===== src/ivpm_cfg.svh =====
/*
 * constants of the interrupt vector and power mode block: bus offsets,
 * vector addresses, priorities, flag positions.
 * assumes inclusion by bare name from the package and the modules.
 */
`ifndef IVPM_CFG_SVH
`define IVPM_CFG_SVH

`define IVPM_OFS_MODE      4'h0
`define IVPM_OFS_IE        4'h1
`define IVPM_OFS_IFG       4'h2
`define IVPM_OFS_PORT1_PIN_EVENT_FLAGS     4'h3
`define IVPM_OFS_P1IE      4'h4
`define IVPM_OFS_GIE       4'h5
`define IVPM_OFS_RSTSRC    4'h6
`define IVPM_OFS_VEC       4'h7
`define IVPM_OFS_ISTAT     4'h8
`define IVPM_OFS_IMASK     4'h9
`define IVPM_OFS_TBL_BASE  4'ha
`define IVPM_VEC_TOP       17'h0ffff
`define IVPM_VEC_BOT       17'h0ffc0
`define IVPM_VEC_RESET     16'hfffe
`define IVPM_VEC_NMI       16'hfffc
`define IVPM_VEC_P1        16'hffe4
`define IVPM_PRIO_RESET    5'h1f
`define IVPM_PRIO_NMI      5'h1e
`define IVPM_PRIO_P1       5'h12
`define IVPM_ERASED        16'hffff
`define IVPM_P1_BONDED     8'he4
`define IVPM_PERIPH_TOP    16'h01ff
`define IVPM_IE_NMI        0
`define IVPM_IE_OF         1
`define IVPM_IE_ACCV       2
`define IVPM_IE_RST        0
`define IVPM_IE_POR        1
`define IVPM_IE_WDT        2
`define IVPM_IE_KEY        3
`define IVPM_IE_FETCH      4
`define IVPM_EV_WAKE       0
`define IVPM_EV_RESET      1
`define IVPM_EV_BLANK      2
`define IVPM_MODE_W        3

`endif


===== src/ivpm_pkg.sv =====
/*
 * types of the interrupt vector and power mode block.
 * assumes ivpm_cfg.svh on the include path.
 */
`include "ivpm_cfg.svh"

package ivpm_pkg;

	typedef enum logic [2:0] {
		full_run_mode,
		low_power_mode_0,
		low_power_mode_1,
		low_power_mode_2,
		low_power_mode_3,
		low_power_mode_4
	} ivpm_mode_type;

	typedef struct packed {
		logic cpu_on;
		logic main_clk_on;
		logic subsystem_clk_on;
		logic aux_clk_on;
		logic dco_gen_on;
		logic xtal_on;
	} ivpm_gate_type;

	typedef struct packed {
		logic        valid;
		logic [15:0] addr;
		logic [4:0]  prio;
	} ivpm_vec_type;

endpackage : ivpm_pkg


===== src/ivpm_vec_mem.sv =====
/*
 * vector word store: 32 words covering the top-of-memory vector range.
 * assumes one clock; read data is registered, one cycle after the address.
 */
`timescale 1ns/100ps
`include "ivpm_cfg.svh"

module ivpm_vec_mem #(
	parameter int DEPTH = 32,
	parameter int AW    = 5
) (
	input  wire logic          clk_i,
	input  wire logic          we_i,
	input  wire logic [AW-1:0] waddr_i,
	input  wire logic [15:0]   wdata_i,
	input  wire logic [AW-1:0] raddr_i,
	output logic      [15:0]   rdata_o
);

	// erased flash reads all ones until programmed
	logic [15:0] mem [DEPTH];

	initial begin
		for (int i = 0; i < DEPTH; i++) begin
			mem[i] = `IVPM_ERASED;
		end
	end

	always_ff @(posedge clk_i) begin
		if (we_i) begin
			mem[waddr_i] <= wdata_i;
		end
	end

	always_ff @(posedge clk_i) begin
		rdata_o <= mem[raddr_i];
	end

endmodule : ivpm_vec_mem


===== src/ivpm_top.sv =====
/*
 * interrupt vectoring and low-power mode control, wishbone register slave.
 * assumes peripherals give one-cycle event pulses on clk_i, the core
 * takes vec_addr_o while vec_req_o is high and pulses ack/return.
 */
// Local design decisions: the placing of the registers and the Wishbone slave port.
// Summary of operation
// - one full run mode and five low-power modes, chosen by software
// - enabled interrupt wakes from any low-power mode; return restores it
// - full run mode: main, subsystem and auxiliary clocks all run
// - mode 0: cpu and main clock stop; auxiliary and subsystem run
// - mode 1: as mode 0; oscillator generator off unless used when active
// - mode 2: cpu, main, subsystem stop; generator and auxiliary stay on
// - mode 3: only auxiliary clock runs; generator off
// - mode 4: everything off, crystal oscillator halted
// - vectors and start address lie between 0x0ffc0 and 0x0ffff
// - each vector word holds the 16-bit handler address for the pc
// - erased reset vector after power-up sends the device into mode 4
// - pin event, oscillator fault, flash violation share 0xfffc, priority 30
// - port 1 bonded flags 2,5,6,7 share maskable vector 0xffe4, priority 18
// - fetch from peripheral region 0..01ff or unused range causes reset
// - nonmaskable sources obey own enable, ignore general enable
// - all eight port 1 flags exist in hardware
// - unused low vector words are ordinary memory
`timescale 1ns/100ps
`include "ivpm_cfg.svh"

module ivpm_top
	import ivpm_pkg::*;
#(
	parameter logic DCO_USED_ACTIVE = 1'b1
) (
	input  wire logic        clk_i,
	input  wire logic        rst_i,
	input  wire logic        wb_cyc_i,
	input  wire logic        wb_stb_i,
	input  wire logic        wb_we_i,
	input  wire logic [5:0]  wb_adr_i,
	input  wire logic [3:0]  wb_sel_i,
	input  wire logic [31:0] wb_dat_i,
	output logic      [31:0] wb_dat_o,
	output logic             wb_ack_o,
	input  wire logic        nmi_pin_i,
	input  wire logic        osc_fault_i,
	input  wire logic        flash_acc_viol_i,
	input  wire logic [7:0]  port1_event_i,
	input  wire logic        ext_reset_i,
	input  wire logic        watchdog_i,
	input  wire logic        flash_key_i,
	input  wire logic        fetch_valid_i,
	input  wire logic [15:0] fetch_addr_i,
	input  wire logic        fetch_unused_i,
	input  wire logic        vec_ack_i,
	input  wire logic        irq_return_i,
	output logic             vec_req_o,
	output logic      [15:0] vec_addr_o,
	output logic      [15:0] vec_pc_o,
	output logic             sys_reset_o,
	output ivpm_gate_type    gate_o,
	output logic             irq_o
);

	////////////////////////////////////////////////////////////////////////
	// pin synchroniser: three stages, change taken when stages two and three agree

	logic [2:0]    nmi_sync_reg;
	logic          nmi_level_reg;
	logic          nmi_rise;

	always_ff @(posedge clk_i) begin
		if (rst_i) begin
			nmi_sync_reg  <= 3'h0;
			nmi_level_reg <= 1'b0;
		end else begin
			nmi_sync_reg <= {nmi_sync_reg[1:0], nmi_pin_i};
			if (nmi_sync_reg[1] == nmi_sync_reg[2]) begin
				nmi_level_reg <= nmi_sync_reg[2];
			end
		end
	end

	assign nmi_rise = nmi_sync_reg[1] & nmi_sync_reg[2] & ~nmi_level_reg;

	////////////////////////////////////////////////////////////////////////
	// registers

	ivpm_mode_type mode_reg;
	ivpm_mode_type saved_mode_reg;
	logic [2:0]    ie_reg;
	logic [2:0]    ifg_reg;
	logic [7:0]    port1_pin_event_flags_reg;
	logic [7:0]    p1ie_reg;
	logic          gie_reg;
	logic [4:0]    rstsrc_reg;
	logic [2:0]    istat_reg;
	logic [2:0]    imask_reg;
	logic          in_handler_reg;
	logic          por_check_reg;
	logic          blank_wait_reg;
	ivpm_vec_type  pend;

	logic          wr;
	logic          rd;
	logic [3:0]    ofs;
	logic          fetch_bad;
	logic          any_reset;
	logic          take_nmi;
	logic          take_p1;
	logic [31:0]   rdata;
	logic [15:0]   mem_rdata;

	assign wr  = wb_cyc_i & wb_stb_i & wb_we_i & ~wb_ack_o & wb_sel_i[0];
	assign rd  = wb_cyc_i & wb_stb_i & ~wb_ack_o;
	assign ofs = wb_adr_i[5:2];

	function automatic logic ofs_hit(input logic [3:0] o, input logic [3:0] k);
		return o == k;
	endfunction : ofs_hit

	assign fetch_bad = fetch_valid_i & (fetch_addr_i <= `IVPM_PERIPH_TOP | fetch_unused_i);
	assign any_reset = ext_reset_i | watchdog_i | flash_key_i | fetch_bad;

	// nonmaskable class ignores gie; port 1 needs gie
	assign take_nmi = |(ifg_reg & ie_reg);
	assign take_p1  = gie_reg & |(port1_pin_event_flags_reg & p1ie_reg & `IVPM_P1_BONDED);

	// fixed priority pick
	always_comb begin
		pend = '0;
		if (any_reset) begin
			pend = '{1'b1, `IVPM_VEC_RESET, `IVPM_PRIO_RESET};
		end else if (take_nmi) begin
			pend = '{1'b1, `IVPM_VEC_NMI, `IVPM_PRIO_NMI};
		end else if (take_p1) begin
			pend = '{1'b1, `IVPM_VEC_P1, `IVPM_PRIO_P1};
		end
	end

	////////////////////////////////////////////////////////////////////////
	// operating mode and wake / restore

	always_ff @(posedge clk_i) begin
		if (rst_i) begin
			mode_reg       <= full_run_mode;
			saved_mode_reg <= full_run_mode;
			in_handler_reg <= 1'b0;
		end else if (blank_wait_reg && mem_rdata == `IVPM_ERASED) begin
			mode_reg <= low_power_mode_4;
		end else if (wr && ofs_hit(ofs, `IVPM_OFS_MODE) && wb_dat_i[`IVPM_MODE_W-1:0] <= 3'h5) begin
			mode_reg <= ivpm_mode_type'(wb_dat_i[`IVPM_MODE_W-1:0]);
		end else if (vec_req_o && vec_ack_i) begin
			saved_mode_reg <= mode_reg;
			mode_reg       <= full_run_mode;
			in_handler_reg <= 1'b1;
		end else if (irq_return_i && in_handler_reg) begin
			mode_reg       <= saved_mode_reg;
			in_handler_reg <= 1'b0;
		end
	end

	// clock gates, registered straight to the port
	always_ff @(posedge clk_i) begin
		if (rst_i) begin
			gate_o <= '{1'b1, 1'b1, 1'b1, 1'b1, 1'b1, 1'b1};
		end else begin
			unique case (mode_reg)
				full_run_mode:    gate_o <= '{1'b1, 1'b1, 1'b1, 1'b1, 1'b1, 1'b1};
				low_power_mode_0: gate_o <= '{1'b0, 1'b0, 1'b1, 1'b1, 1'b1, 1'b1};
				low_power_mode_1: gate_o <= '{1'b0, 1'b0, 1'b1, 1'b1, DCO_USED_ACTIVE, 1'b1};
				low_power_mode_2: gate_o <= '{1'b0, 1'b0, 1'b0, 1'b1, 1'b1, 1'b1};
				low_power_mode_3: gate_o <= '{1'b0, 1'b0, 1'b0, 1'b1, 1'b0, 1'b1};
				low_power_mode_4: gate_o <= '{1'b0, 1'b0, 1'b0, 1'b0, 1'b0, 1'b0};
				default:          gate_o <= '{1'b1, 1'b1, 1'b1, 1'b1, 1'b1, 1'b1};
			endcase
		end
	end

	////////////////////////////////////////////////////////////////////////
	// power-up blank check of the reset vector

	always_ff @(posedge clk_i) begin
		if (rst_i) begin
			por_check_reg  <= 1'b1;
			blank_wait_reg <= 1'b0;
		end else begin
			por_check_reg  <= 1'b0;
			blank_wait_reg <= por_check_reg;
		end
	end

	////////////////////////////////////////////////////////////////////////
	// flags: hardware set wins over software clear

	always_ff @(posedge clk_i) begin
		if (rst_i) begin
			ifg_reg   <= 3'h0;
			port1_pin_event_flags_reg <= 8'h00;
		end else begin
			if (wr && ofs_hit(ofs, `IVPM_OFS_IFG)) begin
				ifg_reg <= wb_dat_i[2:0] | {flash_acc_viol_i, osc_fault_i, nmi_rise};
			end else begin
				ifg_reg <= ifg_reg | {flash_acc_viol_i, osc_fault_i, nmi_rise};
			end
			if (wr && ofs_hit(ofs, `IVPM_OFS_PORT1_PIN_EVENT_FLAGS)) begin
				port1_pin_event_flags_reg <= wb_dat_i[7:0] | port1_event_i;
			end else begin
				port1_pin_event_flags_reg <= port1_pin_event_flags_reg | port1_event_i;
			end
		end
	end

	// reset source flags survive their own reset; power-up flag set at reset
	always_ff @(posedge clk_i) begin
		if (rst_i) begin
			rstsrc_reg <= 5'h02;
		end else if (wr && ofs_hit(ofs, `IVPM_OFS_RSTSRC)) begin
			rstsrc_reg <= wb_dat_i[4:0] | {fetch_bad, flash_key_i, watchdog_i, 1'b0, ext_reset_i};
		end else begin
			rstsrc_reg <= rstsrc_reg | {fetch_bad, flash_key_i, watchdog_i, 1'b0, ext_reset_i};
		end
	end

	always_ff @(posedge clk_i) begin
		if (rst_i) begin
			ie_reg    <= 3'h0;
			p1ie_reg  <= 8'h00;
			gie_reg   <= 1'b0;
			imask_reg <= 3'h0;
		end else if (wr) begin
			if (ofs_hit(ofs, `IVPM_OFS_IE)) ie_reg <= wb_dat_i[2:0];
			if (ofs_hit(ofs, `IVPM_OFS_P1IE)) p1ie_reg <= wb_dat_i[7:0];
			if (ofs_hit(ofs, `IVPM_OFS_GIE)) gie_reg <= wb_dat_i[0];
			if (ofs_hit(ofs, `IVPM_OFS_IMASK)) imask_reg <= wb_dat_i[2:0];
		end
	end

	// software interrupt status: wake, reset, blank-vector events
	logic [2:0] ev;
	assign ev = {blank_wait_reg & (mem_rdata == `IVPM_ERASED), any_reset, vec_req_o & vec_ack_i};

	always_ff @(posedge clk_i) begin
		if (rst_i) begin
			istat_reg <= 3'h0;
		end else if (wr && ofs_hit(ofs, `IVPM_OFS_ISTAT)) begin
			istat_reg <= (istat_reg & ~wb_dat_i[2:0]) | ev;
		end else begin
			istat_reg <= istat_reg | ev;
		end
	end

	always_ff @(posedge clk_i) begin
		if (rst_i) irq_o <= 1'b0;
		else irq_o <= |(istat_reg & imask_reg);
	end

	////////////////////////////////////////////////////////////////////////
	// vector fetch toward the core

	always_ff @(posedge clk_i) begin
		if (rst_i) begin
			vec_req_o   <= 1'b0;
			vec_addr_o  <= `IVPM_VEC_RESET;
			sys_reset_o <= 1'b1;
		end else begin
			sys_reset_o <= any_reset;
			if (vec_req_o && vec_ack_i) begin
				vec_req_o <= 1'b0;
			end else if (!vec_req_o && pend.valid) begin
				vec_req_o  <= 1'b1;
				vec_addr_o <= pend.addr;
			end
		end
	end

	// vector word read: pc gets the stored handler address
	logic [4:0] mem_raddr;
	logic [4:0] mem_waddr;
	logic       mem_we;
	assign mem_raddr = (por_check_reg || blank_wait_reg) ? 5'h1f :
	                   vec_req_o ? vec_addr_o[5:1] : pend.addr[5:1];
	// low words 0xffc0-0xffde stay plain writable memory
	assign mem_we    = wr && ofs >= `IVPM_OFS_TBL_BASE && wb_adr_i[1:0] == 2'h0;
	assign mem_waddr = wb_dat_i[20:16];

	ivpm_vec_mem #(
		.DEPTH(32),
		.AW   (5)
	) u_vec_mem (
		.clk_i  (clk_i),
		.we_i   (mem_we),
		.waddr_i(mem_waddr),
		.wdata_i(wb_dat_i[15:0]),
		.raddr_i(mem_raddr),
		.rdata_o(mem_rdata)
	);

	always_ff @(posedge clk_i) begin
		if (rst_i) vec_pc_o <= 16'h0000;
		else vec_pc_o <= mem_rdata;
	end

	////////////////////////////////////////////////////////////////////////
	// wishbone read mux and ack

	always_comb begin
		rdata = 32'h0;
		unique case (ofs)
			`IVPM_OFS_MODE:   rdata = {29'h0, mode_reg};
			`IVPM_OFS_IE:     rdata = {29'h0, ie_reg};
			`IVPM_OFS_IFG:    rdata = {29'h0, ifg_reg};
			`IVPM_OFS_PORT1_PIN_EVENT_FLAGS:  rdata = {24'h0, port1_pin_event_flags_reg};
			`IVPM_OFS_P1IE:   rdata = {24'h0, p1ie_reg};
			`IVPM_OFS_GIE:    rdata = {31'h0, gie_reg};
			`IVPM_OFS_RSTSRC: rdata = {27'h0, rstsrc_reg};
			`IVPM_OFS_VEC:    rdata = {10'h0, pend.prio, in_handler_reg, vec_addr_o};
			`IVPM_OFS_ISTAT:  rdata = {29'h0, istat_reg};
			`IVPM_OFS_IMASK:  rdata = {29'h0, imask_reg};
			default:          rdata = {16'h0, mem_rdata};
		endcase
	end

	always_ff @(posedge clk_i) begin
		if (rst_i) begin
			wb_ack_o <= 1'b0;
			wb_dat_o <= 32'h0;
		end else begin
			wb_ack_o <= rd;
			wb_dat_o <= rd ? rdata : 32'h0;
		end
	end

endmodule : ivpm_top


===== config.mk =====
export PLATFORM = sky130hd
export DESIGN_NAME = ivpm_top
export DESIGN_NICKNAME = d
export VERILOG_FILES = /design/src/ivpm_pkg.sv /design/src/ivpm_vec_mem.sv /design/src/ivpm_top.sv
export VERILOG_INCLUDE_DIRS = /design/src
export SDC_FILE = /design/constraint.sdc
export NUM_CORES = 1
export LEC_CHECK = 0
export ABC_AREA = 0
export ABC_CLOCK_PERIOD_IN_PS = 2700
export BUFFER_PORTS_ARGS = -buffer_cell sky130_fd_sc_hd__buf_2
export CORE_MARGIN = 1
export CORE_UTILIZATION = 46
export DETAILED_ROUTE_END_ITERATION = 10
export PLACE_DENSITY_LB_ADDON = 0.25
export SYNTH_ARGS = -nofsm -noshare
export SYNTH_HDL_FRONTEND = slang
export SYNTH_SLANG_ARGS = --single-unit

===== constraint.sdc =====
create_clock -name clk_i -period 2.7 [get_ports clk_i]
set_input_delay 0.675 -clock clk_i [delete_from_list [all_inputs] [get_ports clk_i]]
set_output_delay 0.675 -clock clk_i [all_outputs]
set_load 0.005 [all_outputs]

# After elaboration in Yosys (flattened, before gate mapping)
# Memory sizes are Yosys's and may differ from the RTL's. A register that Yosys moved wholly into a read port is not among the register bits.
# Index checks and enable logic that the tools add are counted.
# W data, S select, Z words.
# op_classes
magnitude_cmp	3
n_eq_ne	16
mux	20
bitwise_logic	34
n_reduce_logical	33
# ops
op	n
$pmux W22 S10	1
$mux W22	3
$pmux W6 S4	1
$mux W3	6
$eq A16 B16 Y1 const B	1
$eq A4 B3 Y1 const B	4
$le A16 B9 Y1 const B	1
$or A8 B8 Y8	2
$mux W5	3
$logic_and A1 B1 Y1	12
$or A3 B3 Y3	4
$and A1 B1 Y1	11
$or A5 B5 Y5	2
$reduce_and A2 Y1	5
$and A3 B3 Y3	3
$and A8 B8 Y8	1
$eq A4 B2 Y1 const B	2
$eq A4 B4 Y1 const B	2
$mux W8	1
$reduce_or A2 Y1	4
$eq A3 B2 Y1 const B	2
$eq A3 B3 Y1 const B	2
$not A1 Y1	6
$reduce_and A3 Y1	2
17 further kinds	25
# totals
register_bits	121
ramBits	512
in_bits	81
output_inout_bits	74
word_cells	136
memories	1
# memory_table
name	depth	width	read_ports	rd_ports_with_merged_regs	write_ports	line_no	source
u_vec_mem.mem	32	16	1	1	1	ivpm_vec_mem.sv:21	logic [15:0] mem [DEPTH];

# Logic depth before layout (Yosys ltp)
# Gate-level depths: netlist of the first run.
# logic_depth
ltp_word	8
mapped_depth	9
depth_no_buf	6

# Hierarchy
# Synthesis of the first run repeated with hierarchy kept, for this count alone.
# unflattened
hier_cells	1597
area_unflattened_um2	24738.7
# modules_own_cells
module	n_inst	cells_each	area_each_um2	seq_area_each_um2
ivpm_vec_mem	1	1143	20534.7	15695.1
ivpm_top	1	454	4204.0	1881.8

# Least setup slack after synthesis of the first run
# OpenSTA, ideal clock, no wires.
# synth_path
path_type	in2reg
startpoint	input wb_stb_i
endpoint	memory u_vec_mem.mem[30][0] (enable)
setup_ps	388
arrival_ps	2437
t_required_ps	2312
slack_ps	-125
path_stages	6
n_path_buf	0
path_cell_list	and3b_1 nand3_2 or4_1 nor2_1 nand3_1 nor2_1
# synth_between
elab_chain_len	8
# synth_lines
item	line_no	source
from (decl)	ivpm_top.sv:36	input wire logic wb_stb_i,
$and A1 B1 Y1 (4 in series)	ivpm_top.sv:112	assign wr = wb_cyc_i & wb_stb_i & wb_we_i & ~wb_ack_o & wb_sel_i[0];
$logic_and A1 B1 Y1 (no line)	--	
$logic_and A1 B1 Y1	ivpm_top.sv:282	assign mem_we = wr && ofs >= `IVPM_OFS_TBL_BASE && wb_adr_i[1:0] == 2'h0;
$mux W1	ivpm_vec_mem.sv:30	if (we_i) begin
$mux W1 (not written as such)	ivpm_vec_mem.sv:31	mem[waddr_i] <= wdata_i;
to (decl)	ivpm_vec_mem.sv:21	
# No other way between the ends.

# Worst setup path after layout of the first run
# layout_path
startpoint	register wb_ack_o
endpoint	memory u_vec_mem.mem[31][2] (enable)
# layout_between
elab_chain_len	7
# layout_lines
item	line_no	source
from (decl)	ivpm_top.sv:42	output logic wb_ack_o,
from (signal assigned)	ivpm_top.sv:327	wb_ack_o <= rd;
$not A1 Y1	ivpm_top.sv:112	
$and A1 B1 Y1 (2 in series)	ivpm_top.sv:112	
$logic_and A1 B1 Y1 (no line)	--	
$logic_and A1 B1 Y1	ivpm_top.sv:282	
$mux W1	ivpm_vec_mem.sv:30	
$mux W1 (not written as such)	ivpm_vec_mem.sv:31	
# No other way between the ends.

==> results of run 1 <==
cell families after synthesis:
logic type	share of synthesized area, %
AND/OR/NAND/NOR	10.35
AO/OA/AOI/OAI	5.913
flip-flops	62.93
other	0.03904
adder cells (fa/ha/maj)	0.1302
buffers and inverters	4.936
multiplexers	15.69
per-stage QoR:
| step | instance area [sq um] | power [uW] | utilization [%] |
|---|---|---|---|
| floorplan | 9659 | 4199 | - |
| global placement | 10600 | 4359 | 52.06 |
| detailed placement | 10600 | 4365 | 52.06 |
| CTS | 11400 | 7613 | 55.99 |
| global route | 11400 | 7810 | 55.99 |
| finish | 11400 | 7564 | 55.99 |
worst max path at each step:
| stage | from | endpoint | slack (ns) |
|---|---|---|---|
| global route | wb_ack_o$_SDFF_PP0_ | u_vec_mem.mem[31][3]$_DFFE_PP_ | 0.31 |
| global placement | wb_cyc_i | u_vec_mem.mem[31][9]$_DFFE_PP_ | 0.04 |
| detailed placement | wb_stb_i | u_vec_mem.mem[31][9]$_DFFE_PP_ | 0.03 |
| finish | wb_ack_o$_SDFF_PP0_ | u_vec_mem.mem[31][2]$_DFFE_PP_ | 0.44 |
| CTS | wb_ack_o$_SDFF_PP0_ | u_vec_mem.mem[31][0]$_DFFE_PP_ | 0.43 |
| floorplan | wb_stb_i | u_vec_mem.mem[30][0]$_DFFE_PP_ | -0.12 |
worst min-delay path: stages:
cell      delay [ns]
buf_2           0.08
a211oi_1        0.03
nor2_1          0.07
routing by layer:
layer,vias up,GRT usage [%],share of wire (%)
met4,2,5.938,2.1
li1,2891,-,-
met3,30,2.688,4.3
met1,2864,26.79,47
met5,-,0,0.064
met2,164,29.83,46
placed cells by master, fill, tap and decap left out, drive strengths merged, types with 10 or more instances in the layout:
| cell type | count |
|---|---|
| o21ai | 13 |
| clkbuf | 32 |
| inv | 15 |
| conb | 11 |
| buf | 152 |
| a21oi | 28 |
| mux2 | 21 |
| edfxtp | 128 |
| nand2 | 32 |
| dfxtp | 110 |
| mux2i | 127 |
| nor2b | 33 |
| nor2 | 79 |
| a211oi | 10 |
synth_stat cells, types with 2 or more instances:
cell type	n
a222oi_1	2
mux2_2	21
or4_1	2
buf_2	10
nand2_1	31
buf_6	7
nor2b_1	33
nor3_1	9
nor4_4	2
clkbuf_1	17
nor4_1	3
a31oi_1	3
a21oi_1	27
nand3_1	6
and3b_1	2
mux2i_1	127
o221a_2	3
nor2_1	79
and3_1	3
and2_1	3
dfxtp_1	110
a211oi_1	10
o21ai_0	11
a221oi_1	4
buf_1	5
nand4_1	3
a22oi_1	6
nand2b_1	7
inv_1	14
edfxtp_1	128
buf_4	28
report_power, final:
part	switching [uW]	internal (uW)	leakage (uW)
clock network	1360	1910	0.000405
logic	228	169	0.00222
registers	33.1	3860	0.00206
total	1630	5940	0.00468
final cells by class:
class | count | area [sq um]
flip-flops and latches | 238 | 6046
multi-input cells | 435 | 3151
inverters | 14 | 52.55
fillers | 1723 | 8962
repair buffers | 152 | 1016
clock buffers | 32 | 693.2
well taps | 270 | 337.8
clock inverters | 11 | 106.4
==> results.cfg, run 1 <==
[clocking]
h-tree-depth = 1
cts_sinks = 238
cts_made_buffers = 24
clock_latency_ns = 0.53
cts_root_buf = clkbuf_16
cts.clk_slew.worst_paths_ns = 0.06
cts_tree = done
holdBufCountCts = 0
postCtsSetupBuffers = 0
cts_resized = 0
cts_buffer_depth = 3

[worst_setup_path]
cpMostUsedCell = nor2_1
rr_endpoint = u_vec_mem.mem[31][2]$_DFFE_PP_
crit_path_max_incr_delay_ns = 0.63
path_delay_family = simple AND/OR/NAND/NOR gates
arrival_ns = 2.50
worst_path_max_delay_cell = or4_1
r2r_cells = 7
worstPathCellList = and3b_1, nand3_2, or4_1, nor2_1, nand3_1, nor2_1, buf_12
start_kind = flip-flop
crit_cells = 7
path_max_fanout = 16
path_class = reg2reg
timing.rr.start = wb_ack_o$_SDFF_PP0_
worst_setup_path_end_kind = flip-flop
required_ns = 2.93
cp.buffers_inverters = 1
reg2reg_slack_ns = 0.44

[grt]
grt_antenna_before_repair = 1
grt.total_usage_pct = 18.86
grt-ovfl-total = 0
grt_pass1_vias = 5591
grt_max_degree = 73
grt_pass1_wl_mm = 31.11

[sta]
fin_crit_ns = 2.265
setup_tns_ns = 0
whs_ns = 0.3641
setup_viol = 0
period_share_pct = 83.88
finalHoldViolCount = 0
finClkSkew_ns = 0.01142
slew_viol_final = 0
grt_setup_unrepaired = no
maxClockFrequency_ghz = 0.4416
setup_ws_ns = 0.4353
relSlewSlack_pct = 50.40
worst_slew_pin_slew_ns = 0.7440

[logic_synthesis]
ys.flop_type = edfxtp_1
yosysWarnings = 0
synth.largest_area_cell = edfxtp_1
ys_seq_area_share_pct = 62.93
synthTopCellsByArea = edfxtp_1 40%, dfxtp_1 23%, mux2i_1 13%
synth.avg_cell_area_sq_um = 12.91
netlist.area_leader.share_pct = 40.01
async_flop_share_pct = 0
ys_types = 59
ys_ff_latch = 238
synth_cells = 744
synth_edf_count = 128
synthesis.area_sq_um = 9607

[route]
drtAntennaViolNets = 0
route.detailed.drc = 0
num_vias = 5951
firstDrtPassIters = 5
drt_iter0_drc = 332
wl_per_cell_um = 17.54
drt-total-wl_mm = 20.20
vias_per_cell = 5.166

[placed_design]
place.gp.congestion = 0.8595
dp_hpwl_mm = 13.48
port_buffers = 120
place_inst = 1109
place_ws_ns = 0.03215

[layout]
largest_reg_flops = 128
reg.largest.list = u_vec_mem.mem: 128 flops, wb_dat_o: 20 flops
fin_cells = 1152
drive_gt1_share_pct = 26.76
syn_to_final_growth_pct = 18.69
nets = 947
regMostFlops = u_vec_mem.mem
n_antenna_cell = 0

[floorplanning]
die_h_um = 146.5
coreArea_sq_um = 20360
die_x_um = 146.5
start_util_pct = 47.17
fp-row-count = 52
fp.dieArea_sq_um = 21470
ioPinCount = 155

[outcome]
status = finished clean

[job]
drv_cap = 0

[min_path]
min_path_type = in2reg
hp-start = port1_event_i[3]
holdPathEnd = port1_pin_event_flags_reg[3]$_SDFF_PP0_
hold_depth = 3

[power]
powerDensity_nw_per_um2 = 663.4
p_leak_uw = 0.004678
peakVddDrop_uv = 465.5
No activity file was read; power rests on OpenSTA's default activity.
==> run 2, diff against run 1 <==
ABC_CLOCK_PERIOD_IN_PS = 2100   (was 2700)
CORE_UTILIZATION = 50   (was 46)
clock period = 2.1 ns   (was 2.7 ns; I/O delays follow)
==> run 2 against run 1 <==
Compared with the run above: the flow now finishes with violations (setup timing); register-to-register slack lost 0.45 ns; final cell count shrank 0.78%; sequential share of layout area is 1.1 points lower; setup slack got worse by 0.45 ns; power is 28% higher; clock skew decreased by 0.0045 ns; first-iteration DRC count grew 27%; final area grew 2.2%; worst hold slack got worse by 0.15 ns; clock-buffer cell count up 5; critical endpoint is now u_vec_mem.mem[0][12]$_DFFE_PP_.
==> results.cfg, run 2 (synthesized netlist as in run 1, its figures left out) <==
[min_path]
hp-start = nmi_pin_i
holdPathEnd = nmi_sync_reg[0]$_SDFF_PP0_
hold_depth = 2
min_path_type = in2reg

[floorplanning]
ioPinCount = 155
fp-row-count = 50
fp.dieArea_sq_um = 19770
die_x_um = 140.6
coreArea_sq_um = 18770
start_util_pct = 51.19
die_h_um = 140.6

[worst_setup_path]
rr_endpoint = u_vec_mem.mem[0][12]$_DFFE_PP_
arrival_ns = 2.35
path_max_fanout = 8
path_class = reg2reg
start_kind = flip-flop
r2r_cells = 7
reg2reg_slack_ns = -0.02
worst_setup_path_end_kind = flip-flop
timing.rr.start = wb_ack_o$_SDFF_PP0_
required_ns = 2.33

[layout]
regMostFlops = u_vec_mem.mem
syn_to_final_growth_pct = 21.31
reg.largest.list = u_vec_mem.mem: 128 flops, wb_dat_o: 20 flops
fin_cells = 1143
final_cell_mix = 128 x edfxtp_1, 127 x mux2i_1, 120 x buf_2
multi_input_area_sq_um = 3246
seq_area_sq_um = 6047
layout_commonest_cell = edfxtp_1
n_antenna_cell = 0
fin_util_pct = 62.09
nets = 973
largest_reg_flops = 128
drive_gt1_share_pct = 30.14
n_fill_cell = 1462

[clocking]
holdBufCountCts = 0
clock_latency_ns = 0.52
cts_root_buf = clkbuf_16
cts_buffer_depth = 3
cts_sinks = 238
cts.clk_slew.worst_paths_ns = 0.06
postCtsSetupBuffers = 0
cts_tree = done
cts_made_buffers = 25
h-tree-depth = 1

[grt]
grt_pass1_wl_mm = 32.67
grt-ovfl-total = 0
grt_max_degree = 73
grt_pass1_vias = 6087
grt_antenna_before_repair = 0
grt.total_usage_pct = 21.59

[sta]
fin_crit_ns = 2.119
finClkSkew_ns = 0.006887
setup_viol = 8
relSlewSlack_pct = 51.25
maxClockFrequency_ghz = 0.4719
setup_tns_ns = -0.1245
period_share_pct = 100.9
whs_ns = 0.2183
finalHoldViolCount = 0
setup_ws_ns = -0.01892
grt_setup_unrepaired = yes
slew_viol_final = 0
worst_slew_pin_slew_ns = 0.7313

[route]
firstDrtPassIters = 6
num_vias = 6163
wl_per_cell_um = 18.56
drtAntennaViolNets = 0
vias_per_cell = 5.392
drt_iter0_drc = 420
route.detailed.drc = 0
drt-total-wl_mm = 21.22

[outcome]
failed_checks = setup timing
status = finished, violations left

[power]
p_leak_uw = 0.004821
peakVddDrop_uv = 647.3
powerDensity_nw_per_um2 = 829.2

[placed_design]
place_inst = 1097
port_buffers = 120
place.gp.congestion = 0.8818
dp_hpwl_mm = 14.43
place_ws_ns = -0.3862

[job]
drv_cap = 0
run 2: cell types whose count changed in the layout (fill, tap and decap cells not counted), moves of 5 or more:
cell,delta
buf_4,+23
nor2_4,+10
nor2_1,-5
nor2_2,-5
run 2: timing repair:
action	4_1_cts	5_1_grt
hold endpoints to repair	0	0
setup endpoints to repair	112	144
gates resized for setup	4	7
gates cloned	0	1
run 2: layout make-up:
| type | count | share of cell area (%) |
|---|---|---|
| well taps | 234 | 2.512 |
| clock buffers | 37 | 6.335 |
| repair buffers | 177 | 10.59 |
| flip-flops and latches | 238 | 51.89 |
| multi-input cells | 435 | 27.85 |
| inverters | 14 | 0.4509 |
| clock inverters | 8 | 0.3758 |
run 2: how the worst max path moves through the flow:
stage                                   start                             end  slack, ns
after floorplan                      wb_stb_i  u_vec_mem.mem[30][0]$_DFFE_PP_      -0.16
after global placement          fetch_valid_i    u_vec_mem.rdata_o[9]$_DFF_P_      -0.35
after detailed placement        fetch_valid_i   u_vec_mem.rdata_o[10]$_DFF_P_      -0.39
after CTS                 wb_ack_o$_SDFF_PP0_  u_vec_mem.mem[30][2]$_DFFE_PP_     -0.007
after global routing      wb_ack_o$_SDFF_PP0_  u_vec_mem.mem[12][2]$_DFFE_PP_      -0.06
final                     wb_ack_o$_SDFF_PP0_  u_vec_mem.mem[0][12]$_DFFE_PP_      -0.02
run 2: worst max-delay path: stages (launching register included):
cell and delay, ns:
dfxtp_2 0.32, and3b_2 0.24, nand3_2 0.09, or4_4 0.56, nor2_4 0.15, nand2_4 0.08, nor2_4 0.18, clkbuf_16 0.20
run 2: layer usage:
metal	global-route usage [%]	wire length, um	vias to the layer above
li1	-	-	2940
met1	28.71	9200	2930
met2	36.27	10090	259
met3	3.872	1510	34
met4	6.236	418	0
met5	0	0	-
run 2: power by group:
| part | internal (uW) | switching, uW | leakage (uW) |
|---|---|---|---|
| Clock | 2430 | 1680 | 0.000399 |
| Sequential | 4960 | 43.2 | 0.00206 |
| Combinational | 240 | 312 | 0.00237 |
| Total | 7630 | 2030 | 0.00482 |
run 2: metrics by stage:
stage	instance area (sq um)	total power [uW]
3_3_place_gp	10810	5627
2_1_floorplan	9729	5404
3_5_place_dp	10810	5647
6_report	11650	9663
5_1_grt	11650	10010
4_1_cts	11600	9749
==> run 3, diff against run 2 <==
ABC_CLOCK_PERIOD_IN_PS = not set   (was 2100)
SKIP_CTS_REPAIR_TIMING = 1   (was not set)
==> run 3 against run 2 <==
Compared with the run above: the flow still finishes with violations (setup timing); global-route usage is essentially flat; via count shrank 0.42%; sequential cell count is the same; register-to-register slack lost 0.04 ns; sequential power is essentially flat; final cell count is the same; sequential share of layout area is essentially flat; critical path depth is the same; non-clock buffer count is the same; clock power is essentially flat; clock-buffer cell count is the same; final area is essentially flat; critical path type unchanged.
==> results.cfg, run 3 (synthesized netlist as in run 1, its figures left out) <==
[outcome]
status = finished, violations left
failed_checks = setup timing

[route]
vias_per_cell = 5.369
num_vias = 6137
drtAntennaViolNets = 0
drt_iter0_drc = 341
drt-total-wl_mm = 21.26
route.detailed.drc = 0
firstDrtPassIters = 5
wl_per_cell_um = 18.60

[worst_setup_path]
required_ns = 2.33
worst_setup_path_end_kind = flip-flop
path_class = reg2reg
path_max_fanout = 8
start_kind = flip-flop
arrival_ns = 2.39

[floorplanning]
fp.dieArea_sq_um = 19770
fp-row-count = 50
die_h_um = 140.6
die_x_um = 140.6
ioPinCount = 155
coreArea_sq_um = 18770
start_util_pct = 51.19

[clocking]
cts_sinks = 238
h-tree-depth = 1
cts_root_buf = clkbuf_16
clock_latency_ns = 0.52
cts.clk_slew.worst_paths_ns = 0.06
cts_tree = done
cts_buffer_depth = 3
cts_made_buffers = 25

[layout]
n_antenna_cell = 0
fin_util_pct = 62.11
reg.largest.list = u_vec_mem.mem: 128 flops, wb_dat_o: 20 flops
syn_to_final_growth_pct = 21.33
final_cell_mix = 128 x edfxtp_1, 127 x mux2i_1, 120 x buf_2
drive_gt1_share_pct = 30.25
largest_reg_flops = 128
nets = 973
fin_cells = 1143
layout_commonest_cell = edfxtp_1
regMostFlops = u_vec_mem.mem

[sta]
maxClockFrequency_ghz = 0.4640
period_share_pct = 102.6
setup_ws_ns = -0.05522
whs_ns = 0.2184
worst_slew_pin_slew_ns = 0.7307
relSlewSlack_pct = 51.29
slew_viol_final = 0
fin_crit_ns = 2.155
grt_setup_unrepaired = yes
finClkSkew_ns = 0.007308
setup_viol = 28
finalHoldViolCount = 0

[grt]
grt-ovfl-total = 0
grt_pass1_wl_mm = 32.62
grt_pass1_vias = 6074
grt_max_degree = 73
grt.total_usage_pct = 21.56
grt_antenna_before_repair = 0

[placed_design]
place_inst = 1097
port_buffers = 120
place.gp.congestion = 0.8818
dp_hpwl_mm = 14.43

[power]
p_leak_uw = 0.004822
peakVddDrop_uv = 648.6
powerDensity_nw_per_um2 = 829.2
power_uw = 9666

[job]
drv_cap = 0

[min_path]
min_path_type = in2reg
[run 3: cell types whose count changed in the layout (fill, tap and decap cells not counted)]
cell,delta
nand2_1,-1
nand2_2,+1
[run 3: layout make-up]
cell class,count,area [sq um]
Timing Repair Buffer,177,1234
Fill cell,1463,7112
Multi-Input combinational cell,435,3248
Clock buffer,37,738.2
Clock inverter,8,43.79
Tap cell,234,292.8
Sequential cell,238,6047
Inverter,14,52.55
[run 3: final timing paths]
check,depth (start not counted),startpoint,slack [ns],endpoint
setup / recovery,7,wb_ack_o$_SDFF_PP0_,-0.06,u_vec_mem.mem[19][5]$_DFFE_PP_
hold / removal,2,nmi_pin_i,0.22,nmi_sync_reg[0]$_SDFF_PP0_
setup reg to reg,7,wb_ack_o$_SDFF_PP0_,-0.06,u_vec_mem.mem[19][5]$_DFFE_PP_
hold reg to reg,1,nmi_sync_reg[0]$_SDFF_PP0_,0.45,nmi_sync_reg[1]$_SDFF_PP0_
[run 3: report_power, final]
part | switching [uW] | leakage (uW) | internal, uW
Clock | 1680 | 0.000399 | 2430
Sequential | 43.2 | 0.00206 | 4960
Combinational | 312 | 0.00237 | 240
Total | 2040 | 0.00482 | 7630
[run 3: critical path, stage by stage, from the launching register on]
cell	delay [ns]
dfxtp_2	0.32
and3b_2	0.24
nand3_2	0.09
or4_4	0.56
nor2_4	0.16
nand2_4	0.08
nor2_4	0.20
clkbuf_16	0.21
[run 3: metrics by stage]
stage	worst slack, ns	cell area, sq um	setup TNS [ns]
floorplan	-0.1554	9729	-19.41
global placement	-0.3470	10810	-34.09
detailed placement	-0.3862	10810	-38.94
CTS	-0.04888	11590	-2.653
global route	-0.08572	11660	-3.128
finish	-0.05522	11660	-0.6513
[run 3: metal layers]
layer / part of all wire [%] / up-vias / global-route usage, % / routed length [um]
met5: 0 / - / 0 / 0
met4: 1.9 / 0 / 6.236 / 405
met3: 6.4 / 33 / 3.872 / 1367
met2: 48 / 229 / 36.19 / 10290
met1: 43 / 2933 / 28.68 / 9191
li1: - / 2942 / - / -
